<file path="src/design/cmd_perf_pkg.sv">
package cmd_perf_pkg;

   // ------------------------------------------------------------
   // register map (byte addresses)
   // ------------------------------------------------------------
   localparam logic [7:0] OFF_COMMAND = 8'h88;
   localparam logic [7:0] OFF_PERF = 8'h8C;
   localparam logic [7:0] OFF_PM_STATUS = 8'h90;
   localparam logic [7:0] OFF_STRAP = 8'hA8;

   // ------------------------------------------------------------
   // command register field positions
   // ------------------------------------------------------------
   localparam int BIT_PWR_CLR = 25;
   localparam int BIT_WAKE_STICKY = 24;
   localparam int BIT_LED_SEL = 23;
   localparam int POS_FIFO_SIZE = 21;
   localparam int BIT_CLKRUN_OFF = 20;
   localparam int BIT_PM_EN = 19;
   localparam int BIT_WAKE_DEF = 18;
   localparam int BIT_LINK_WAKE_SEL = 17;
   localparam int BIT_FORCED_WAKE = 7;
   localparam int BIT_PTR_RESET = 6;
   localparam int BIT_PAUSE = 5;
   localparam int BIT_RX_THR_EN = 4;
   localparam int POS_DRAIN = 2;
   localparam int BIT_SOFT_INT = 1;
   localparam int BIT_UNDERRUN = 0;

   // power status register field positions
   localparam int BIT_PME_STATUS = 15;
   localparam int BIT_PME_EN = 8;

   // ------------------------------------------------------------
   // reset values and encodings
   // ------------------------------------------------------------
   localparam logic [1:0] FIFO_1K = 2'h3;
   localparam logic [1:0] FIFO_2K = 2'h2;
   localparam logic [1:0] DRAIN_32 = 2'h0;
   localparam logic [1:0] DRAIN_64 = 2'h1;
   localparam logic [1:0] DRAIN_SAF = 2'h2;
   localparam logic [1:0] PWR_D0 = 2'h0;
   localparam logic [7:0] CAP_PTR_PM = 8'h40;
   localparam logic [31:0] PERF_RESET = 32'h0000_0000;
   // eeprom image width: 8 command bits plus the pm enable bit
   localparam int EE_WIDTH = 9;

   // ------------------------------------------------------------
   // shared helpers
   // ------------------------------------------------------------
   function automatic logic [15:0] sat_add16(input logic [15:0] a, input logic [15:0] b);
      logic [16:0] s;
      s = {1'b0, a} + {1'b0, b};
      sat_add16 = s[16] ? 16'hFFFF : s[15:0];
   endfunction : sat_add16

endpackage : cmd_perf_pkg

</file>
<file path="src/design/cmd_perf_regs.sv">
// Behaviour
// - pci reset rise clears power state
// - sticky wake holds until status cleared
// - non-sticky wake drops on power up
// - led select: three or four leds
// - fifo size code 11=1K, 10=2K
// - clock-run off disables clkrun pin
// - pm disabled gives zero cap pointer
// - pm enable mirrored to config bit
// - gated wake events in pm mode
// - special frame detect default from bit
// - forced wake bit drives wake signal
// - pointer reset bit resets pattern pointer
// - pause from negotiation, driver may override
// - threshold disabled means fixed 64 bytes
// - drain code 00=32,01=64,10=store-forward
// - underrun auto recovery enable, reset zero
// - accumulate read latency clocks
// - accumulate bus master dwords
// - counter read-only, cleared by read
// - eeprom loads command defaults
//
// The implementer's own choice: the Wishbone interface to the registers.
`timescale 1ns/1ps
`default_nettype none
module cmd_perf_regs
   import cmd_perf_pkg::*;
(
   // clock and reset
   input wire logic clk,
   input wire logic rst,
   // wishbone slave
   input wire logic wb_cyc_i,
   input wire logic wb_stb_i,
   input wire logic wb_we_i,
   input wire logic [7:0] wb_adr_i,
   input wire logic [3:0] wb_sel_i,
   input wire logic [31:0] wb_dat_i,
   output logic [31:0] wb_dat_o,
   output logic wb_ack_o,
   // eeprom recall
   input wire logic ee_load,
   input wire logic [EE_WIDTH-1:0] ee_data,
   // pins from outside
   input wire logic pci_reset_pin,
   input wire logic power_up,
   input wire logic link_change,
   input wire logic wake_frame_seen,
   input wire logic special_frame_seen,
   // same-clock inputs from the mac
   input wire logic an_done,
   input wire logic an_pause,
   input wire logic read_pending,
   input wire logic dword_moved,
   // wake and clock-run
   output logic wake_out,
   output logic clkrun_enable,
   // leds
   output logic led_speed,
   output logic led_fast_link,
   output logic led_slow_link,
   output logic led_activity,
   output logic led_link_act,
   output logic led_duplex_col,
   input wire logic link_up,
   input wire logic speed_fast,
   input wire logic activity,
   input wire logic duplex_col,
   // datapath controls
   output logic [11:0] rx_fifo_bytes,
   output logic [6:0] rx_threshold_bytes,
   output logic rx_store_forward,
   output logic pause_enable,
   output logic underrun_auto_recover,
   output logic pattern_pointer_reset,
   output logic soft_int_status,
   output logic [7:0] cap_pointer,
   output logic config_status_bit20
);
   // ------------------------------------------------------------
   // state
   // ------------------------------------------------------------
   logic power_state_auto_clear;
   logic wake_sticky;
   logic led_count_select;
   logic [1:0] rx_fifo_size;
   logic clock_run_off;
   logic power_mgmt_enable;
   logic wake_frame_default_on;
   logic link_wake_select;
   logic forced_wake_assert;
   logic pause_forced;
   logic rx_threshold_enable;
   logic [1:0] rx_drain_threshold;
   logic [1:0] power_state_field;
   logic pme_status;
   logic pme_enable;
   logic special_frame_enable;
   logic pause_override;
   logic [15:0] latency_clocks;
   logic [7:0] dword_count;
   logic [6:0] sync_q;
   logic pci_reset_q, power_up_q, link_q, wframe_q, sframe_q;
   logic pci_reset_d;
   logic power_up_d;
   logic req;
   logic wr;
   logic rd_perf;
   logic wake_event;
   logic [31:0] command_view;
   logic [31:0] pm_view;
   logic [31:0] next_dat;

   // ------------------------------------------------------------
   // pin synchronisers
   // ------------------------------------------------------------
   bit_sync #(.WIDTH(5)) u_sync (
      .clk(clk),
      .rst(rst),
      .async_in({pci_reset_pin, power_up, link_change, wake_frame_seen, special_frame_seen}),
      .sync_out({pci_reset_q, power_up_q, link_q, wframe_q, sframe_q})
   );
   assign sync_q = {2'b00, pci_reset_q, power_up_q, link_q, wframe_q, sframe_q};

   // delayed copies for edge detection
   always_ff @(posedge clk) begin
      if (rst) begin
         pci_reset_d <= 1'b0;
         power_up_d <= 1'b0;
      end else begin
         pci_reset_d <= pci_reset_q;
         power_up_d <= power_up_q;
      end
   end

   // ------------------------------------------------------------
   // bus decode
   // ------------------------------------------------------------
   // one-wait answer: ack in the cycle after the request is seen
   assign req = wb_cyc_i && wb_stb_i && !wb_ack_o;
   assign wr = req && wb_we_i;
   assign rd_perf = req && !wb_we_i && wb_adr_i == OFF_PERF;

   always_ff @(posedge clk) begin
      if (rst) begin
         wb_ack_o <= 1'b0;
      end else begin
         wb_ack_o <= req;
      end
   end

   // ------------------------------------------------------------
   // command register, high half (eeprom recalled)
   // ------------------------------------------------------------
   // eeprom recall sets defaults
   always_ff @(posedge clk) begin
      if (rst) begin
         power_state_auto_clear <= 1'b0;
         wake_sticky <= 1'b0;
         led_count_select <= 1'b0;
         rx_fifo_size <= FIFO_2K;
         clock_run_off <= 1'b0;
         wake_frame_default_on <= 1'b1;
         link_wake_select <= 1'b0;
      end else if (ee_load) begin
         {power_state_auto_clear, wake_sticky, led_count_select, rx_fifo_size,
          clock_run_off, wake_frame_default_on, link_wake_select} <= ee_data[7:0];
      end else if (wr && wb_adr_i == OFF_COMMAND) begin
         if (wb_sel_i[3]) begin
            power_state_auto_clear <= wb_dat_i[BIT_PWR_CLR];
            wake_sticky <= wb_dat_i[BIT_WAKE_STICKY];
         end
         if (wb_sel_i[2]) begin
            led_count_select <= wb_dat_i[BIT_LED_SEL];
            rx_fifo_size <= wb_dat_i[POS_FIFO_SIZE +: 2];
            clock_run_off <= wb_dat_i[BIT_CLKRUN_OFF];
            wake_frame_default_on <= wb_dat_i[BIT_WAKE_DEF];
            link_wake_select <= wb_dat_i[BIT_LINK_WAKE_SEL];
         end
      end
   end

   // power management enable is read-only, taken from eeprom bit 8 at recall
   always_ff @(posedge clk) begin
      if (rst) begin
         power_mgmt_enable <= 1'b1;
      end else if (ee_load) begin
         power_mgmt_enable <= ee_data[8];
      end
   end

   // ------------------------------------------------------------
   // command register, low half
   // ------------------------------------------------------------
   // underrun recovery resets zero
   always_ff @(posedge clk) begin
      if (rst) begin
         forced_wake_assert <= 1'b0;
         pattern_pointer_reset <= 1'b0;
         pause_forced <= 1'b0;
         pause_override <= 1'b0;
         rx_threshold_enable <= 1'b0;
         rx_drain_threshold <= DRAIN_64;
         underrun_auto_recover <= 1'b0;
      end else if (wr && wb_adr_i == OFF_COMMAND && wb_sel_i[0]) begin
         forced_wake_assert <= wb_dat_i[BIT_FORCED_WAKE];
         pattern_pointer_reset <= wb_dat_i[BIT_PTR_RESET];
         pause_forced <= wb_dat_i[BIT_PAUSE];
         // override only honoured once negotiation is over
         pause_override <= an_done;
         rx_threshold_enable <= wb_dat_i[BIT_RX_THR_EN];
         rx_drain_threshold <= wb_dat_i[POS_DRAIN +: 2];
         underrun_auto_recover <= wb_dat_i[BIT_UNDERRUN];
      end
   end

   always_ff @(posedge clk) begin
      if (rst) begin
         pause_enable <= 1'b0;
      end else begin
         pause_enable <= pause_override ? pause_forced : an_pause;
      end
   end

   // soft interrupt raise
   // a write sets or clears it
   always_ff @(posedge clk) begin
      if (rst) begin
         soft_int_status <= 1'b0;
      end else if (wr && wb_adr_i == OFF_COMMAND && wb_sel_i[0]) begin
         soft_int_status <= wb_dat_i[BIT_SOFT_INT];
      end
   end

   // ------------------------------------------------------------
   // power management state
   // ------------------------------------------------------------
   // clear on pci reset rise
   always_ff @(posedge clk) begin
      if (rst) begin
         power_state_field <= PWR_D0;
         pme_enable <= 1'b0;
      end else if (power_state_auto_clear && pci_reset_q && !pci_reset_d) begin
         power_state_field <= PWR_D0;
      end else if (wr && wb_adr_i == OFF_PM_STATUS && wb_sel_i[0]) begin
         power_state_field <= wb_dat_i[1:0];
         pme_enable <= wb_dat_i[BIT_PME_EN];
      end
   end

   always_ff @(posedge clk) begin
      if (rst) begin
         special_frame_enable <= 1'b0;
      end else begin
         special_frame_enable <= power_mgmt_enable && wake_frame_default_on;
      end
   end

   assign wake_event = power_mgmt_enable && pme_enable &&
      ((wframe_q) || (sframe_q && special_frame_enable) ||
       (link_q && !link_wake_select));

   // power up drops it when wake is not sticky
   // set wins over a clear in the same cycle
   always_ff @(posedge clk) begin
      if (rst) begin
         pme_status <= 1'b0;
      end else if (wake_event) begin
         pme_status <= 1'b1;
      end else if (wr && wb_adr_i == OFF_PM_STATUS && wb_sel_i[1] &&
                   wb_dat_i[BIT_PME_STATUS]) begin
         pme_status <= 1'b0;
      end else if (!wake_sticky && power_up_q && !power_up_d) begin
         pme_status <= 1'b0;
      end
   end

   always_ff @(posedge clk) begin
      if (rst) begin
         wake_out <= 1'b0;
      end else begin
         wake_out <= forced_wake_assert || pme_status;
      end
   end

   // ------------------------------------------------------------
   // derived controls
   // ------------------------------------------------------------
   always_ff @(posedge clk) begin
      if (rst) begin
         clkrun_enable <= 1'b1;
         rx_fifo_bytes <= 12'h800;
         rx_threshold_bytes <= 7'h40;
         rx_store_forward <= 1'b0;
         cap_pointer <= CAP_PTR_PM;
         config_status_bit20 <= 1'b1;
      end else begin
         clkrun_enable <= !clock_run_off;
         rx_fifo_bytes <= (rx_fifo_size == FIFO_1K) ? 12'h400 : 12'h800;
         rx_threshold_bytes <= (!rx_threshold_enable || rx_drain_threshold == DRAIN_64) ?
            7'h40 : 7'h20;
         rx_store_forward <= rx_threshold_enable && rx_drain_threshold == DRAIN_SAF;
         cap_pointer <= power_mgmt_enable ? CAP_PTR_PM : 8'h00;
         config_status_bit20 <= power_mgmt_enable;
      end
   end

   always_ff @(posedge clk) begin
      if (rst) begin
         led_speed <= 1'b0;
         led_fast_link <= 1'b0;
         led_slow_link <= 1'b0;
         led_activity <= 1'b0;
         led_link_act <= 1'b0;
         led_duplex_col <= 1'b0;
      end else begin
         led_speed <= !led_count_select && speed_fast;
         led_link_act <= !led_count_select && (link_up || activity);
         led_fast_link <= led_count_select && link_up && speed_fast;
         led_slow_link <= led_count_select && link_up && !speed_fast;
         led_activity <= led_count_select && activity;
         led_duplex_col <= duplex_col;
      end
   end

   // ------------------------------------------------------------
   // performance counter
   // ------------------------------------------------------------
   perf_counter u_perf (
      .clk(clk),
      .rst(rst),
      .read_pending(read_pending),
      .dword_moved(dword_moved),
      .read_clear(rd_perf),
      .latency_clocks(latency_clocks),
      .dword_count(dword_count)
   );

   // ------------------------------------------------------------
   // read mux
   // ------------------------------------------------------------
   assign command_view = {6'h00, power_state_auto_clear, wake_sticky, led_count_select,
      rx_fifo_size, clock_run_off, power_mgmt_enable, wake_frame_default_on,
      link_wake_select, 9'h000, forced_wake_assert, pattern_pointer_reset, pause_enable,
      rx_threshold_enable, rx_drain_threshold, soft_int_status, underrun_auto_recover};
   assign pm_view = {16'h0000, pme_status, 6'h00, pme_enable, 6'h00, power_state_field};

   always_comb begin
      case (wb_adr_i)
         OFF_COMMAND: next_dat = command_view;
         OFF_PERF: next_dat = {latency_clocks, 8'h00, dword_count};
         OFF_PM_STATUS: next_dat = pm_view;
         OFF_STRAP: next_dat = {25'h0000000, sync_q};
         default: next_dat = 32'h0000_0000;
      endcase
   end

   // read data registered with the ack
   always_ff @(posedge clk) begin
      if (rst) begin
         wb_dat_o <= 32'h0000_0000;
      end else if (req && !wb_we_i) begin
         wb_dat_o <= next_dat;
      end
   end
endmodule : cmd_perf_regs
`default_nettype wire

</file>
<file path="src/design/bit_sync.sv">
`timescale 1ns/1ps
`default_nettype none
module bit_sync
   import cmd_perf_pkg::*;
#(
   parameter int WIDTH = 1
) (
   // clock and reset
   input wire logic clk,
   input wire logic rst,
   // levels
   input wire logic [WIDTH-1:0] async_in,
   output logic [WIDTH-1:0] sync_out
);
   logic [WIDTH-1:0] meta;

   if (WIDTH < 1) begin : g_width_check
      $error("bit_sync width must be positive");
   end

   // two stages; only the second stage reads meta
   always_ff @(posedge clk) begin
      if (rst) begin
         meta <= '0;
         sync_out <= '0;
      end else begin
         meta <= async_in;
         sync_out <= meta;
      end
   end
endmodule : bit_sync
`default_nettype wire

</file>
<file path="src/design/perf_counter.sv">
`timescale 1ns/1ps
`default_nettype none
module perf_counter
   import cmd_perf_pkg::*;
(
   // clock and reset
   input wire logic clk,
   input wire logic rst,
   // events from the bus master engine
   input wire logic read_pending,
   input wire logic dword_moved,
   // clear on read
   input wire logic read_clear,
   // value
   output logic [15:0] latency_clocks,
   output logic [7:0] dword_count
);
   // ------------------------------------------------------------
   // accumulators
   // ------------------------------------------------------------
   // count waiting clocks
   // saturate rather than wrap so a slow read never looks fast
   always_ff @(posedge clk) begin
      if (rst) begin
         latency_clocks <= PERF_RESET[31:16];
      end else if (read_clear) begin
         latency_clocks <= {15'h0000, read_pending};
      end else if (read_pending) begin
         latency_clocks <= sat_add16(latency_clocks, 16'h0001);
      end
   end

   always_ff @(posedge clk) begin
      if (rst) begin
         dword_count <= PERF_RESET[7:0];
      end else if (read_clear) begin
         dword_count <= {7'h00, dword_moved};
      end else if (dword_moved && dword_count != 8'hFF) begin
         dword_count <= dword_count + 8'h01;
      end
   end
endmodule : perf_counter
`default_nettype wire

</file>
<file path="config.mk">
export PLATFORM = sky130hd
export DESIGN_NAME = cmd_perf_regs
export DESIGN_NICKNAME = d
export VERILOG_FILES = /design/src/design/cmd_perf_pkg.sv /design/src/design/cmd_perf_regs.sv /design/src/design/bit_sync.sv /design/src/design/perf_counter.sv
export SDC_FILE = /design/constraint.sdc
export NUM_CORES = 1
export LEC_CHECK = 0
export ABC_CLOCK_PERIOD_IN_PS = 2000
export BUFFER_PORTS_ARGS = -buffer_cell sky130_fd_sc_hd__buf_4
export CORE_MARGIN = 2
export CORE_UTILIZATION = 51
export DETAILED_ROUTE_END_ITERATION = 7
export GPL_ROUTABILITY_DRIVEN = 0
export PLACE_DENSITY = 0.87
export SLEW_MARGIN = 20
export SYNTH_ARGS = -nofsm -noshare
export SYNTH_HDL_FRONTEND = slang
export SYNTH_SLANG_ARGS = --single-unit
export TNS_END_PERCENT = 20
</file>
<file path="constraint.sdc">
create_clock -name clk -period 2 [get_ports clk]
set_clock_uncertainty 0.1 [all_clocks]
set_input_delay 0.2 -clock clk [delete_from_list [all_inputs] [get_ports clk]]
set_output_delay 0.2 -clock clk [all_outputs]
set_load 0.02 [all_outputs]
</file>
# Word level (Yosys, flattened, before mapping)
# Index checks and enable logic that the tools add are counted.
# word_totals
wordCells,143
inputBits,72
ff_bits,130
# op_classes
reduce_logical,54
addsub,2
eq_ne,8
n_bitwise,1
n_mux,34
# op_table
operator,count
$pmux 32 s4,1
$eq 8x8->1 const B,4
$logic_and 1x1->1,28
$mux 1,26
$add 16x1->17 const B,1
$mux 16,1
$mux 7,2
$mux 12,1
$logic_not 1->1,10
$reduce_bool 2->1,5
$add 8x1->8 const B,1
$ne 8x8->1 const B,1
$mux 2,3
$reduce_and 2->1,3
$logic_or 1x1->1,5
$eq 2x2->1 const B,2
$reduce_or 2->1,2
$reduce_bool 3->1,1
$eq 2x1->1 const B,1
$not 1->1,1

# Depth between registers and ports, before layout
# logic_depth
depth_word,8
depth_mapped,6
ltp_nobuf,5

# Cells and area by module
# A second synthesis with hierarchy kept.
# hier_totals
cells_unflattened,463
area_unflattened_um2,4399.2
# modules_own_cells
mod,cells_per_inst,n_inst,seq_area_each_um2,area_each_um2
cmd_perf_regs,304,1,1341.3,2950.3
perf_counter,139,1,480.5,1186.1
bit_sync,20,1,200.2,262.8

# Worst setup path after synthesis
# Ideal clock, no wire load.
# synth_path
path_type,register to register
startpoint,reg wb_ack_o
endpoint,reg wb_dat_o[18]
path_stages_with_launch,6
setup_slack_ps,323
required_time_ps,1831
t_arrival_ps,1508
path_buffers,1
path_cell_list,dfxtp_1 -> and4bb_2 -> nand2b_1 -> or4_4 -> buf_6 -> o21ai_1
# synth_via
elab_chain_cells,3
# synth_lines
element,line_no,rtl
start: declaration,cmd_perf_regs.sv:40,"output logic wb_ack_o,"
start signal: assignment,cmd_perf_regs.sv:148,wb_ack_o <= req;
$logic_not 1->1,cmd_perf_regs.sv:140,assign req = wb_cyc_i && wb_stb_i && !wb_ack_o;
$logic_and 1x1->1,cmd_perf_regs.sv:140,
$logic_and 1x1->1,cmd_perf_regs.sv:362,end else if (req && !wb_we_i) begin
end signal: assignment,cmd_perf_regs.sv:363,wb_dat_o <= next_dat;
end: declaration,cmd_perf_regs.sv:39,"output logic [31:0] wb_dat_o,"
# Every way passes these cells.
# A chain may end at the register's enable or synchronous reset.

# Final worst setup path
# layout_path
startpoint,reg u_perf.latency_clocks[0]
endpoint,reg u_perf.latency_clocks[7]
# layout_via
elab_chain_cells,2
# layout_lines
element,line_no,rtl
start: declaration,perf_counter.sv:15,"output logic [15:0] latency_clocks,"
start signal: assignment,perf_counter.sv:25,latency_clocks <= PERF_RESET[31:16];
start signal: assignment,perf_counter.sv:27,"latency_clocks <= {15'h0000, read_pending};"
start signal: assignment,perf_counter.sv:29,"latency_clocks <= sat_add16(latency_clocks, 16'h0001);"
$add 16x1->17,cmd_perf_pkg.sv:53,"s = {1'b0, a} + {1'b0, b};"
$mux 16,cmd_perf_pkg.sv:54,sat_add16 = s[16] ? 16'hFFFF : s[15:0];
# Every way passes these cells.

==> impl_metrics.toml <==
[cts]
cts_buffer_depth = 2
cts_setup_buffers = 0
cts_made_buffers = 9
cts.reportedPaths.clkPinSlew_ns = 0.10
cts.sinks = 101
clock-root-buffer = "clkbuf_8"
clock_latency_ns = 0.37
cts_tree = "yes"
htreeDepth = 3

[floorplan]
die_h_um = 97.6
std_cell_rows = 34
dieArea_um2 = 9530
io_pins = 146
start_util = 0.520
coreArea_um2 = 8590
fp.dieW_um = 97.6

[critical_path]
cp_cell_sequence = "ha_1, nand2_1, nor4_4, nand2_2, a21oi_1"
cpLargestDelayFamily = "simple AND/OR/NAND/NOR gates"
r2r_slack_ns = 0.19
worstSetupEndpointType = "register"
path_buf_inv = 0
critPathKind = "reg2reg"
cp_data_arrival_time_ns = 2.00
rr_worst_depth = 5
start_kind = "register"
path_max_fanout = 12
cp_num_cells = 5
crit_path_start = "u_perf.latency_clocks[0]$_SDFFE_PP0P_"
cp-endpoint = "u_perf.latency_clocks[7]$_SDFFE_PP0P_"
required_ns = 2.20
r2r-end = "u_perf.latency_clocks[7]$_SDFFE_PP0P_"
critPathMaxStageDelay_ns = 0.44
reg2reg_from = "u_perf.latency_clocks[0]$_SDFFE_PP0P_"
cp_slowest_cell = "dfxtp_1"

[timing]
worst_pin_slew_ns = 0.639
finalHoldViolations = 0
fmax_mhz = 553
holdWs_ns = 0.00670
layout_min_cycle_time_ns = 1.81
setup_viol = 0
fin_ws_ns = 0.192
drv_slew = 0
slew_headroom = 0.573
fin_crit_sh = 0.904
finalSetupTns_ns = 0
rsz0062_at_grt = "no"

[cells_and_area]
multi_input_area_um2 = 2160
nets = 668
final_core_util = 0.645
nFillCells = 660
antenna_cells = 0
drive_gt1_frac = 0.235
seq_area_um2 = 2020
layout-area-overhead-vs-synth_pct = 24.1

[drt]
postRouteAntennaNets = 0
wl_per_cell_um = 15.2
wl_um = 10700
viasPerCell = 5.47
wl_met2_um = 5510
drc = 0
wl_met3_um = 663
top_layer = "met4"
vias = 3866
drtPass1Iterations = 5
wl_met1_um = 4310
drtIter0Drc = 186

[placement]
io_buffers = 103
dp_worst_setup_slack_ns = 0.117
dpl.hpwl_um = 8020

[power_and_ir_drop]
p_sw_frac = 0.237
internal_power_mw = 3.00
power_frac_seq = 0.530
p_clk_frac = 0.373
switching_power_mw = 0.933
p_per_area_nw_per_um2 = 710
leakage_nw = 2.25
comb_power_share = 0.096
power_mw = 3.94
irDropWorstVdd_mv = 0.512

[synth]
synth_top_area_frac = 0.453
synth_top_cells_by_area = "dfxtp_1 45%, mux2i_1 5.6%, buf_4 5.2%"
synth_edf_count = 0
synth_seq_cells = 101
netlist_area_um2 = 4470
postSynthCellCount = 487
seq_area_frac_synth = 0.453
async_flop_share = 0
ys_types = 58
yosysWarnings = 0
postSynthAreaPerCell_um2 = 9.17
yosysTopAreaCell = "dfxtp_1"
synth_top_flop_cell = "dfxtp_1"

[grt]
grt-ovfl-total = 0
grt_pass1_vias = 3717
grt_pass1_wl_um = 17300
grt_usage = 0.224
grt_start_max_net_pins = 33
grt_antenna_before_repair = 0

[hold_path]
holdCritPathClass = "in2reg"

[outcome]
outcome = "complete, no violations"

[flow_run]
cap_viol_max_count = 0
## metal layers
| metal | up-vias | track usage |
|---|---|---|
| met1 | 1789 | 0.270 |
| met2 | 173 | 0.391 |
| met5 | - | 0 |
| li1 | 1881 | - |
| met3 | 23 | 0.0460 |
| met4 | 0 | 0.0865 |
## worst min-delay path by stage
stage | start | endpoint | slack [ns] | cells past startpoint
3_3_place_gp | speed_fast | led_slow_link$_SDFF_PP0_ | 0.27 | 2
6_report | wb_dat_i[8] | pme_enable$_SDFFE_PP0P_ | 0.007 | 3
2_1_floorplan | speed_fast | led_slow_link$_SDFF_PP0_ | 0.17 | 1
5_1_grt | wb_dat_i[8] | pme_enable$_SDFFE_PP0P_ | 0.01 | 3
3_5_place_dp | speed_fast | led_slow_link$_SDFF_PP0_ | 0.29 | 2
4_1_cts | wb_dat_i[8] | pme_enable$_SDFFE_PP0P_ | 0.002 | 3
## power groups by stage
stage / registers (mW) / clock network (mW) / logic (mW)
floorplan: 2.13 / 0 / 0.241
global placement: 2.13 / 0 / 0.345
detailed placement: 2.13 / 0 / 0.356
CTS: 2.09 / 1.48 / 0.376
global route: 2.09 / 1.55 / 0.413
finish: 2.09 / 1.47 / 0.380
## registers in the layout, indices dropped and copies added (netlist names), 2 cells and up
| register | count |
|---|---|
| wb_dat_o | 26 |
| u_perf.latency_clocks | 16 |
| u_perf.dword_count | 8 |
| u_sync.meta | 5 |
| u_sync.sync_out | 5 |
| power_state_field | 2 |
| rx_drain_threshold | 2 |
| rx_fifo_bytes | 2 |
| rx_fifo_size | 2 |
| rx_threshold_bytes | 2 |
## placed cells by master (no fill, tap or decap), types with 2 or more instances in the layout
master           n
nor3_1          15
o2bb2ai_1        2
conb_1          28
a211oi_1         8
inv_1            8
and2_1           3
nand4_1          9
dfxtp_1        101
nand2b_1        20
or3_1            2
nor3b_1          2
nor4_1           2
xnor2_1          3
clkbuf_8        11
buf_4          110
bufinv_16        2
nor4bb_1         2
a22oi_1         21
o21ai_0         12
nor2_1          44
dlygate4sd3_1   14
a21oi_1         24
nand2_1         33
nor2b_1         17
and4b_1          2
o21ai_1          9
and3_1           4
mux2i_1         25
nand3_1         14
a31oi_1          4
xor2_1           6
ha_1             2
nor4b_1          2
and4_1           8
a41o_1           3
mux2_2           2
## metrics by stage
| stage | cells | area [µm²] |
|---|---|---|
| after CTS | 706 | 5530 |
| after global routing | 707 | 5550 |
| after global placement | 677 | 5170 |
| after detailed placement | 677 | 5170 |
| final | 707 | 5550 |
| after floorplan | 514 | 4570 |
## cell usage after synthesis (9+ instances only)
cell type	number
a22oi_1	21
mux2i_1	25
nand2b_1	20
nand2_1	34
clkbuf_1	13
nand4_1	9
nor2b_1	17
nor3_1	15
nand3_1	14
nor2_1	45
a21oi_1	24
buf_4	31
o21ai_1	9
o21ai_0	12
dfxtp_1	101
## kinds of logic (layout without fill, tap and decap cells)
group	after synthesis	count (layout)	share of synthesized area
AOI/OAI and AO/OA	93	93	0.136
xor gates and xnor gates	9	9	0.0176
adders and majority gates	2	2	0.00560
buffers and inverters	63	148	0.0879
DFF	101	101	0.453
muxes	27	27	0.0610
other	1	28	0.000839
and+or+nand+nor	191	191	0.238
## final cells by class
class / instances / share of cell area
Clock buffer: 11 / 0.0273
Tap cell: 108 / 0.0244
Inverter: 8 / 0.00542
Sequential cell: 101 / 0.365
Timing Repair Buffer: 124 / 0.174
Multi-Input combinational cell: 350 / 0.389
Clock inverter: 5 / 0.0147
## tightest hold or removal path: stages
cell	delay [ns]
buf_4	0.11
nand3b_1	0.07
a21oi_1	0.06
## repair_timing
item,CTS,global route
endpoints found under the setup margin,0,9
resized for setup,0,1
endpoints found under the hold margin,12,1
hold buffers,13,1
Note: power is estimated with default switching activity, not from simulation.
